--- config.mk ---
export PLATFORM = sky130hd
export DESIGN_NAME = cihc_top
export DESIGN_NICKNAME = d
export VERILOG_FILES = /design/src/inc/cihc_pkg.sv /design/src/core/cihc_top.sv
export SDC_FILE = /design/constraint.sdc
export NUM_CORES = 1
export LEC_CHECK = 0
export ABC_CLOCK_PERIOD_IN_PS = 8580
export CORE_MARGIN = 3
export CORE_UTILIZATION = 40
export CTS_CLUSTER_DIAMETER = 150
export DETAILED_ROUTE_END_ITERATION = 12
export DONT_BUFFER_PORTS = 1
export PLACE_DENSITY = 0.61
export SETUP_SLACK_MARGIN = 0.15
export SLEW_MARGIN = 20
export SYNTH_ARGS = -nofsm -noshare
export SYNTH_HDL_FRONTEND = slang
export SYNTH_SLANG_ARGS = --single-unit
--- constraint.sdc ---
create_clock -name i_sys_clk -period 8.58 [get_ports i_sys_clk]
set_input_delay 1.716 -clock i_sys_clk [delete_from_list [all_inputs] [get_ports i_sys_clk]]
set_output_delay 1.716 -clock i_sys_clk [all_outputs]
set_load 0.05 [all_outputs]
--- src/inc/cihc_pkg.sv ---
// Purpose: shared constants for the interrupt and halt control block
// Assumes: apb byte addresses, one aligned 32-bit word per register
// Notes:   flag layout follows the processor's condition flag byte
package cihc_pkg;
	// apb register byte offsets
	localparam logic [7:0] OFS_PC     = 8'h00;   // program counter
	localparam logic [7:0] OFS_SP     = 8'h04;   // stack pointer
	localparam logic [7:0] OFS_IX     = 8'h08;   // index register
	localparam logic [7:0] OFS_ACC    = 8'h0C;   // a in [7:0], b in [15:8]
	localparam logic [7:0] OFS_FLAG   = 8'h10;   // flag_register
	localparam logic [7:0] OFS_STATUS = 8'h14;   // read only state
	// flag_register bit positions
	localparam int FLG_C = 0;                    // carry out of bit 7
	localparam int FLG_V = 1;                    // overflow
	localparam int FLG_Z = 2;                    // zero
	localparam int FLG_N = 3;                    // negative
	localparam int FLG_I = 4;                    // interrupt mask
	localparam int FLG_H = 5;                    // half carry out of bit 3
	localparam logic [7:0] FLAG_ONES  = 8'hC0;   // bits 6 and 7 read as one
	localparam logic [7:0] FLAG_RESET = 8'hD0;   // mask set out of reset
	// vectors and reset values
	localparam logic [15:0] VEC_NMI   = 16'hFFFC;
	localparam logic [15:0] VEC_IRQ   = 16'hFFF8;
	localparam logic [15:0] PC_RESET  = 16'h0000;
	localparam logic [15:0] SP_RESET  = 16'h00FF;
	localparam logic [15:0] IX_RESET  = 16'h0000;
	// internal ram window and stacking length
	localparam int          RAM_WORDS  = 128;
	localparam logic [15:0] RAM_LIMIT  = 16'h0080;
	localparam logic [2:0]  PUSH_LAST  = 3'd6;   // seven bytes stacked
	// opcodes that drive the alu, all others behave as no-operation
	localparam logic [7:0] OP_ADD_BA  = 8'h1B;   // a = a + b
	localparam logic [7:0] OP_SUB_BA  = 8'h10;   // a = a - b
	typedef enum {ST_FETCH, ST_PUSH, ST_VEC_HI, ST_VEC_LO, ST_HALT} cihc_state_t;
endpackage

--- src/core/cihc_top.sv ---
// Purpose: programmer registers, interrupt and halt sequencing, on-chip ram
// Assumes: single-cycle memory, read data valid in the cycle the address shows
// Notes:   registers are also reachable over apb, which always answers at once
//
// How it works
// - 16-bit program counter tracks current instruction
// - two-byte stack pointer addresses next free slot
// - 16-bit index register for data or base
// - two 8-bit accumulators feed the alu
// - alu updates n, z, v, c flags, and h on add only
// - interrupt mask lives in flag bit 4
// - flag bits 6 and 7 read one
// - falling nmi edge requests sequence, mask ignored
// - interrupts recognised only at instruction end
// - stack pc, index, accumulators and flags
// - nmi vector fetched from fffc and fffd
// - low irq level starts sequence if unmasked
// - accepting irq sets the interrupt mask
// - irq vector fetched from fff8 and fff9
// - service only while halt high, else pend
// - halt low stops, shows next address, bus free
// - 128 by 8-bit internal ram present
// - ram enable low blocks internal ram access
// - internal ram decodes lowest 128 addresses
//
// Design decisions made here: the APB slave port and the register addresses.
`timescale 1ns/10ps
module cihc_top #(
	parameter logic [15:0] P_PC_RESET = cihc_pkg::PC_RESET,  // start address
	parameter logic [15:0] P_SP_RESET = cihc_pkg::SP_RESET   // initial stack top
) (
	input  wire logic        i_sys_clk,          // 250 MHz system clock
	input  wire logic        i_srst,             // synchronous reset, high
	input  wire logic        i_nmi_n,            // non-maskable request pin
	input  wire logic        i_irq_n,            // maskable request pin
	input  wire logic        i_halt_n,           // halt pin, low stops
	input  wire logic        i_internal_ram_en,  // ram enable pin
	input  wire logic [7:0]  i_mem_rdata,        // external read data
	output logic      [15:0] o_addr,             // address bus
	output logic      [7:0]  o_wdata,            // write data
	output logic             o_rd_wr_n,          // high read, low write
	output logic             o_mem_cycle_valid,  // memory cycle in progress
	output logic             o_bus_avail,        // bus released in halt
	output logic             o_ram_sel,          // cycle served on chip
	input  wire logic        i_psel,             // apb select
	input  wire logic        i_penable,          // apb access phase
	input  wire logic        i_pwrite,           // apb direction
	input  wire logic [7:0]  i_paddr,            // apb byte address
	input  wire logic [31:0] i_pwdata,           // apb write data
	output logic      [31:0] o_prdata,           // apb read data
	output logic             o_pready,           // apb ready
	output logic             o_pslverr           // apb error
);
	import cihc_pkg::*;

	// pin synchronisers, stage one is only read by stage two
	logic [3:0]  sync1_ff;                        // nmi, irq, halt, ram en
	logic [3:0]  sync2_ff;                        // usable levels
	logic        nmi_prev_ff;                     // for edge detection
	logic        nmi_pend_ff;                     // latched nmi request
	// programmer visible registers
	logic [15:0] pc_ff;
	logic [15:0] sp_ff;
	logic [15:0] ix_ff;
	logic [7:0]  acc_a_ff;
	logic [7:0]  acc_b_ff;
	logic [7:0]  flag_ff;
	// sequencer
	cihc_state_t state_ff;
	cihc_state_t nxt_state;
	logic [2:0]  push_cnt_ff;                     // byte being stacked
	logic [7:0]  vec_hi_ff;                       // vector high byte
	logic        vec_nmi_ff;                      // which vector to fetch
	logic [15:0] addr_ff;
	logic [7:0]  wdata_ff;
	logic        rw_ff;
	logic        vma_ff;
	logic        ba_ff;
	logic [7:0]  ram [RAM_WORDS];                 // on-chip ram array
	// combinational helpers
	logic        nmi_s;
	logic        irq_s;
	logic        halt_s;
	logic        ram_en_s;
	logic        ram_hit;
	logic [7:0]  rd_byte;
	logic        at_bound;
	logic        take_nmi;
	logic        take_irq;
	logic [15:0] pc_next;
	logic [8:0]  alu_res;                         // {carry, result}
	logic        alu_h;
	logic        alu_v;
	logic        is_alu;
	logic        apb_wr;
	logic        ofs_ok;

	// alu: add or subtract b from a, carry is borrow on subtract
	function automatic logic [10:0] alu_op(input logic [7:0] a,
		input logic [7:0] b, input logic sub);
		logic [8:0] r;
		logic       h;
		logic       v;
		r = '0;
		h = 1'b0;
		v = 1'b0;
		if (sub) begin
			r = {1'b0, a} - {1'b0, b};
			v = (a[7] ^ b[7]) & (a[7] ^ r[7]);
		end else begin
			r = {1'b0, a} + {1'b0, b};
			h = (a[3] & b[3]) | (b[3] & ~r[3]) | (~r[3] & a[3]);
			v = ~(a[7] ^ b[7]) & (a[7] ^ r[7]);
		end
		return {v, h, r};
	endfunction

	// stacking order: pc low, pc high, index low/high, a, b, flags
	function automatic logic [7:0] push_byte(input logic [2:0] n,
		input logic [15:0] pc, input logic [15:0] ix, input logic [7:0] a,
		input logic [7:0] b, input logic [7:0] f);
		case (n)
			3'd0:    return pc[7:0];
			3'd1:    return pc[15:8];
			3'd2:    return ix[7:0];
			3'd3:    return ix[15:8];
			3'd4:    return a;
			3'd5:    return b;
			default: return f | FLAG_ONES;
		endcase
	endfunction

	// two flops on each nmi, irq, halt and ram enable pin before any logic looks at it
	// reset loads idle levels (ram enable low): no false nmi edge, no early ram hit
	always_ff @(posedge i_sys_clk) begin
		if (i_srst) begin
			sync1_ff <= 4'hE;
			sync2_ff <= 4'hE;
		end else begin
			sync1_ff <= {i_nmi_n, i_irq_n, i_halt_n, i_internal_ram_en};
			sync2_ff <= sync1_ff;
		end
	end
	assign nmi_s    = sync2_ff[3];
	assign irq_s    = sync2_ff[2];
	assign halt_s   = sync2_ff[1];
	assign ram_en_s = sync2_ff[0];

	// address decode: low window goes on chip only while enabled
	assign ram_hit  = (addr_ff < RAM_LIMIT) && ram_en_s;
	assign rd_byte  = ram_hit ? ram[addr_ff[6:0]] : i_mem_rdata;

	// boundary decisions, taken at the end of each opcode fetch
	assign at_bound = (state_ff == ST_FETCH);
	assign take_nmi = at_bound && halt_s && nmi_pend_ff;
	assign take_irq = at_bound && halt_s && !nmi_pend_ff
		&& !irq_s && !flag_ff[FLG_I];
	assign pc_next  = pc_ff + 16'h0001;

	// alu result for the opcode on the bus
	assign is_alu   = at_bound && ((rd_byte == OP_ADD_BA) || (rd_byte == OP_SUB_BA));
	assign {alu_v, alu_h, alu_res} = alu_op(acc_a_ff, acc_b_ff, rd_byte == OP_SUB_BA);

	// nmi edge catcher; a new edge wins over the clear of the old one
	always_ff @(posedge i_sys_clk) begin
		if (i_srst) begin
			nmi_prev_ff <= 1'b1;
			nmi_pend_ff <= 1'b0;
		end else begin
			nmi_prev_ff <= nmi_s;
			if (nmi_prev_ff && !nmi_s) begin
				nmi_pend_ff <= 1'b1;
			end else if (take_nmi) begin
				nmi_pend_ff <= 1'b0;
			end
		end
	end

	// sequencer state
	always_comb begin
		nxt_state = state_ff;
		case (state_ff)
			ST_FETCH: begin
				if (!halt_s) begin
					nxt_state = ST_HALT;
				end else if (take_nmi || take_irq) begin
					nxt_state = ST_PUSH;
				end
			end
			ST_PUSH: begin
				if (push_cnt_ff == PUSH_LAST) begin
					nxt_state = ST_VEC_HI;
				end
			end
			ST_VEC_HI: nxt_state = ST_VEC_LO;
			ST_VEC_LO: nxt_state = ST_FETCH;
			ST_HALT: begin
				if (halt_s) begin
					nxt_state = ST_FETCH;
				end
			end
			default:   nxt_state = ST_FETCH;
		endcase
	end

	always_ff @(posedge i_sys_clk) begin
		if (i_srst) begin
			state_ff <= ST_FETCH;
		end else begin
			state_ff <= nxt_state;
		end
	end

	// stacking counter and vector choice
	always_ff @(posedge i_sys_clk) begin
		if (i_srst) begin
			push_cnt_ff <= 3'd0;
			vec_nmi_ff  <= 1'b0;
			vec_hi_ff   <= 8'h00;
		end else begin
			if (state_ff == ST_PUSH) begin
				push_cnt_ff <= push_cnt_ff + 3'd1;
			end else begin
				push_cnt_ff <= 3'd0;
			end
			if (take_nmi || take_irq) begin
				vec_nmi_ff <= take_nmi;
			end
			if (state_ff == ST_VEC_HI) begin
				vec_hi_ff <= rd_byte;
			end
		end
	end

	// bus outputs for the next cycle; halt shows next address, no cycle
	always_ff @(posedge i_sys_clk) begin
		if (i_srst) begin
			addr_ff  <= P_PC_RESET;
			wdata_ff <= 8'h00;
			rw_ff    <= 1'b1;
			vma_ff   <= 1'b1;
			ba_ff    <= 1'b0;
		end else begin
			rw_ff    <= 1'b1;
			vma_ff   <= 1'b1;
			ba_ff    <= 1'b0;
			case (nxt_state)
				ST_FETCH: begin
					if (state_ff == ST_VEC_LO) begin
						addr_ff <= {vec_hi_ff, rd_byte};
					end else if (state_ff == ST_HALT) begin
						addr_ff <= pc_ff;
					end else begin
						addr_ff <= pc_next;
					end
				end
				ST_PUSH: begin
					addr_ff  <= (state_ff == ST_PUSH) ? sp_ff - 16'h0001 : sp_ff;
					wdata_ff <= push_byte((state_ff == ST_PUSH) ? push_cnt_ff + 3'd1 : 3'd0,
						(state_ff == ST_PUSH) ? pc_ff : pc_next,
						ix_ff, acc_a_ff, acc_b_ff, flag_ff);
					rw_ff    <= 1'b0;
				end
				ST_VEC_HI: begin
					addr_ff <= take_nmi || (state_ff != ST_FETCH && vec_nmi_ff)
						? VEC_NMI : VEC_IRQ;
				end
				ST_VEC_LO: addr_ff <= addr_ff | 16'h0001;
				ST_HALT: begin
					addr_ff <= (state_ff == ST_FETCH) ? pc_next : pc_ff;
					vma_ff  <= 1'b0;
					ba_ff   <= 1'b1;
				end
				default: addr_ff <= pc_ff;
			endcase
		end
	end

	// on-chip ram write, blocked unless enabled and decoded
	always_ff @(posedge i_sys_clk) begin
		if (vma_ff && !rw_ff && ram_hit) begin
			ram[addr_ff[6:0]] <= wdata_ff;
		end
	end

	// apb strobes; every access answers in its first access cycle
	assign apb_wr = i_psel && i_penable && i_pwrite;
	assign ofs_ok = (i_paddr[1:0] == 2'b00) && (i_paddr <= OFS_STATUS);

	// program counter: fetch advances, vector loads, software may write
	always_ff @(posedge i_sys_clk) begin
		if (i_srst) begin
			pc_ff <= P_PC_RESET;
		end else if (at_bound) begin
			// the fetched instruction completes even when halt stops after it
			pc_ff <= pc_next;
		end else if (state_ff == ST_VEC_LO) begin
			pc_ff <= {vec_hi_ff, rd_byte};
		end else if (apb_wr && i_paddr == OFS_PC) begin
			pc_ff <= i_pwdata[15:0];
		end
	end

	// stack pointer: decrements once per stacked byte
	always_ff @(posedge i_sys_clk) begin
		if (i_srst) begin
			sp_ff <= P_SP_RESET;
		end else if (state_ff == ST_PUSH) begin
			sp_ff <= sp_ff - 16'h0001;
		end else if (apb_wr && i_paddr == OFS_SP) begin
			sp_ff <= i_pwdata[15:0];
		end
	end

	// index register, software data or base for indexed access
	always_ff @(posedge i_sys_clk) begin
		if (i_srst) begin
			ix_ff <= IX_RESET;
		end else if (apb_wr && i_paddr == OFS_IX) begin
			ix_ff <= i_pwdata[15:0];
		end
	end

	// accumulators; the alu result lands in a
	always_ff @(posedge i_sys_clk) begin
		if (i_srst) begin
			acc_a_ff <= 8'h00;
			acc_b_ff <= 8'h00;
		end else if (is_alu) begin
			acc_a_ff <= alu_res[7:0];
		end else if (apb_wr && i_paddr == OFS_ACC) begin
			acc_a_ff <= i_pwdata[7:0];
			acc_b_ff <= i_pwdata[15:8];
		end
	end

	// flags: alu updates, irq acceptance masks, software may rewrite
	always_ff @(posedge i_sys_clk) begin
		if (i_srst) begin
			flag_ff <= FLAG_RESET;
		end else begin
			if (is_alu) begin
				flag_ff[FLG_N] <= alu_res[7];
				flag_ff[FLG_Z] <= (alu_res[7:0] == 8'h00);
				flag_ff[FLG_V] <= alu_v;
				flag_ff[FLG_C] <= alu_res[8];
				if (rd_byte == OP_ADD_BA) begin
					flag_ff[FLG_H] <= alu_h;
				end
			end else if (apb_wr && i_paddr == OFS_FLAG) begin
				flag_ff <= i_pwdata[7:0] | FLAG_ONES;
			end
			// mask set last so it beats both the alu and a software write
			if (take_irq) begin
				flag_ff[FLG_I] <= 1'b1;
			end
		end
	end

	// apb read mux; unmapped or misaligned addresses error out
	always_comb begin
		o_prdata = 32'h0000_0000;
		case (i_paddr)
			OFS_PC:     o_prdata = {16'h0000, pc_ff};
			OFS_SP:     o_prdata = {16'h0000, sp_ff};
			OFS_IX:     o_prdata = {16'h0000, ix_ff};
			OFS_ACC:    o_prdata = {16'h0000, acc_b_ff, acc_a_ff};
			OFS_FLAG:   o_prdata = {24'h00_0000, flag_ff | FLAG_ONES};
			OFS_STATUS: o_prdata = {28'h000_0000, ba_ff, !irq_s, nmi_pend_ff,
				ram_en_s};
			default:    o_prdata = 32'h0000_0000;
		endcase
	end
	assign o_pready  = 1'b1;
	assign o_pslverr = i_psel && i_penable && !ofs_ok;

	// bus pins come straight from flops, except ram select, which ands the ram decode with the valid flop
	assign o_addr            = addr_ff;
	assign o_wdata           = wdata_ff;
	assign o_rd_wr_n         = rw_ff;
	assign o_mem_cycle_valid = vma_ff;
	assign o_bus_avail       = ba_ff;
	assign o_ram_sel         = ram_hit && vma_ff;
endmodule

==> impl_metrics.csv <==
group,metric,value,unit
outcome,status,"finished clean",
logic_synthesis,ys_seq_area_share,68.49,%
logic_synthesis,synth_top_area_share,62.36,%
floorplanning,fp.dieArea,127500,µm²
worst_setup_path,crit_fanout,45,
floorplanning,num_rows,128,
logic_synthesis,ys_async_sr_fraction,0,%
cells_and_area,fin_nets,3561,
drt,viasPerCell,5.909,
placed_design,dp_worst_setup_slack,2.327,ns
logic_synthesis,syn-instance-count,3488,
sta,setup_viol,0,
sta,fmax,0.1527,GHz
global_routing,gr-usage-all-layers,21.97,%
logic_synthesis,synth_top_cell_by_area,"edfxtp_1",
placed_design,port-buffer-count,0,
floorplanning,ioPinCount,119,
sta,layout_setup_ws,2.031,ns
logic_synthesis,syn_avg_cell_area,14.14,µm²
cts,clkTransAtPathRegs,0.07,ns
logic_synthesis,yosysUniqueCellTypes,82,
pwr,cellPowerDensity,209.4,nW/µm²
logic_synthesis,synth_top_flop_cell,"edfxtp_1",
worst_setup_path,slowest_stage,"dfxtp_4",
logic_synthesis,synth_edf_count,1024,
sta,rsz0062_at_grt,"no",
global_routing,grt_start_max_net_pins,108,
drt,drt_pre_antenna_iters,6,
drt,drt_iter0_drc,3577,
cts,clkLatencyLatePin,0.72,ns
sta,final.period_utilization,76.33,%
placed_design,dp_hpwl,88400,µm
logic_synthesis,syn-cell-area,49310,µm²
sta,hold_viol,0,
pwr,ir_drop,161.8,µV
global_routing,grt_pass1_wl,206400,µm
logic_synthesis,synth-seq-cells,1175,
worst_setup_path,endpoint_kind,"flop",
cts,numCtsBuffers,119,
worst_setup_path,path_cells,"nand2b_2 > buf_12 > o22ai_1 > o21ai_0 > nand4_1 > a221oi_1 > a31oi_1 > nor4b_4 > nand3_2 > a21oi_2 > o221ai_1 > a21oi_1",
floorplanning,core_region_area,122000,µm²
global_routing,grt_pass1_vias,29220,
worst_setup_path,criticalPathCategory,"reg2reg",
logic_synthesis,yosysWarnings,0,
drt,ant_nets,0,
floorplanning,die_w,357.1,µm
global_routing,antenna_found_initial,9,
cells_and_area,layout_common_cells,"edfxtp_1, mux2i_1, nor2_1, nand2_1, o21ai_0",
floorplanning,start_util,40.41,%
cts,cts.htree.levels,3,
cts,cts_buffer_depth,3,
drt,drcViolationCount,0,
sta,slew_headroom,22.05,%
worst_hold_path,hold_class,"reg2reg",
cells_and_area,layout_commonest_cell,"edfxtp_1",
sta,slew_viol_final,0,
pwr,leakage,18.22,nW
sta,whs,0.4067,ns
sta,tns,0,ns
sta,period_minus_slack,6.549,ns
cts,cts_tree,"yes",
cts,cts_hold_buf,0,
drt,wl_per_cell,27.38,µm
run,max_cap_viol_count,0,
drt,vias,30800,
logic_synthesis,yosys-top-cells-area,"edfxtp_1, mux2i_1, dfxtp_1",
cells_and_area,drive_above_1_share,10.80,%
cts,post-cts-setup-buffers,0,
worst_setup_path,worstPathRequired,9.23,ns
sta,fin_worst_skew,0.03760,ns
cts,cts_resized,0,
placed_design,gp_congestion,0.9023,
sta,worstMarginPinSlew,1.187,ns
floorplanning,die_h,357.1,µm
worst_setup_path,cp_slowest_stage_delay,0.90,ns
worst_setup_path,arrival,7.20,ns
global_routing,grt.overflow.total,0,
worst_setup_path,start_kind,"flop",
cells_and_area,area_growth,11.33,%
cts,clkSinkCount,1175,
drt,finalWirelength,142700,µm
cts,cts_root_buf,"clkbuf_16",
cell usage after synthesis, drive strengths merged (15+ instances only):
| cell | number |
|---|---|
| mux2 | 29 |
| nand2b | 25 |
| inv | 35 |
| edfxtp | 1024 |
| a22oi | 62 |
| a21oi | 132 |
| ha | 20 |
| xnor2 | 30 |
| nor2b | 21 |
| nor2 | 263 |
| mux2i | 360 |
| o22ai | 124 |
| nor3 | 36 |
| a31oi | 28 |
| nand2 | 256 |
| o21ai | 164 |
| clkbuf | 121 |
| buf | 132 |
| and3 | 29 |
| nand4 | 18 |
| a211oi | 22 |
| mux4 | 41 |
| dfxtp | 151 |
| a221o | 15 |
| xor2 | 23 |
| nand3 | 53 |
| a221oi | 90 |
path summary, 6_finish.rpt:
check	startpoint	end	slack (ns)	depth (start not counted)
max	o_addr[2]	flag_ff[0]	2.03	12
min	sync1_ff[2]	sync2_ff[2]	0.41	1
max reg2reg	o_addr[2]	flag_ff[0]	2.03	12
min reg2reg	sync1_ff[2]	sync2_ff[2]	0.41	1
flip-flops by register name, indices dropped and copies added, names as in the netlist, 6 cells and up:
signal	flops
acc_b_ff	8
sp_ff	16
ix_ff	16
o_wdata	8
o_addr	16
acc_a_ff	8
state_ff	32
flag_ff	6
ram	1024
vec_hi_ff	8
pc_ff	16
cells by family after synthesis:
group,Yosys count,synth area share (%)
AOI/OAI and AO/OA,748,10.05
xor gates and xnor gates,53,0.9413
adders and majority gates,23,0.6293
buffers and inverters,288,2.948
DFF,1175,68.49
muxes,430,9.850
other,2,0.01523
and+or+nand+nor,769,7.077
final cells by class:
type,instances,area (µm²)
Inverter,35,131.4
Timing Repair Buffer,81,683.2
Multi-Input combinational cell,2069,14360
Antenna cell,4,10.01
Clock inverter,68,586.8
Sequential cell,1175,33810
Tap cell,1625,2033
Clock buffer,156,3286
Fill cell,10790,67140
per-stage QoR:
stage / std cells / utilization [%] / power [W] / area, µm²
2_1_floorplan: 3532 / - / 0.006450 / 49480
3_3_place_gp: 4985 / 41.79 / 0.006474 / 51000
3_5_place_dp: 4985 / 41.80 / 0.006475 / 51010
4_1_cts: 5209 / 44.97 / 0.01156 / 54880
5_1_grt: 5209 / 44.98 / 0.01180 / 54890
6_report: 5213 / 44.99 / 0.01149 / 54900
routing by layer:
layer | global-route usage (%) | vias to the layer above | wire (µm)
li1 | - | 13440 | -
met1 | 30.92 | 15610 | 59730
met2 | 33.59 | 1483 | 64150
met3 | 5.741 | 261 | 14420
met4 | 6.353 | 8 | 4351
met5 | 0 | - | 55
critical path: cells and delay by family, from the launching register on:
| family | cells | cell delay [ns] |
|---|---|---|
| compound gates | 7 | 2.94 |
| buf+inv | 1 | 0.28 |
| flops | 1 | 0.90 |
| simple gates | 4 | 2.29 |
report_power, final:
| group | switching [W] | total [W] | internal [W] |
|---|---|---|---|
| logic | 0.000137 | 0.000222 | 0.0000851 |
| registers | 0.00000941 | 0.00613 | 0.00612 |
| clock network | 0.00221 | 0.00514 | 0.00293 |
| total | 0.00235 | 0.0115 | 0.00914 |
Power figures use the tool's default switching activity.
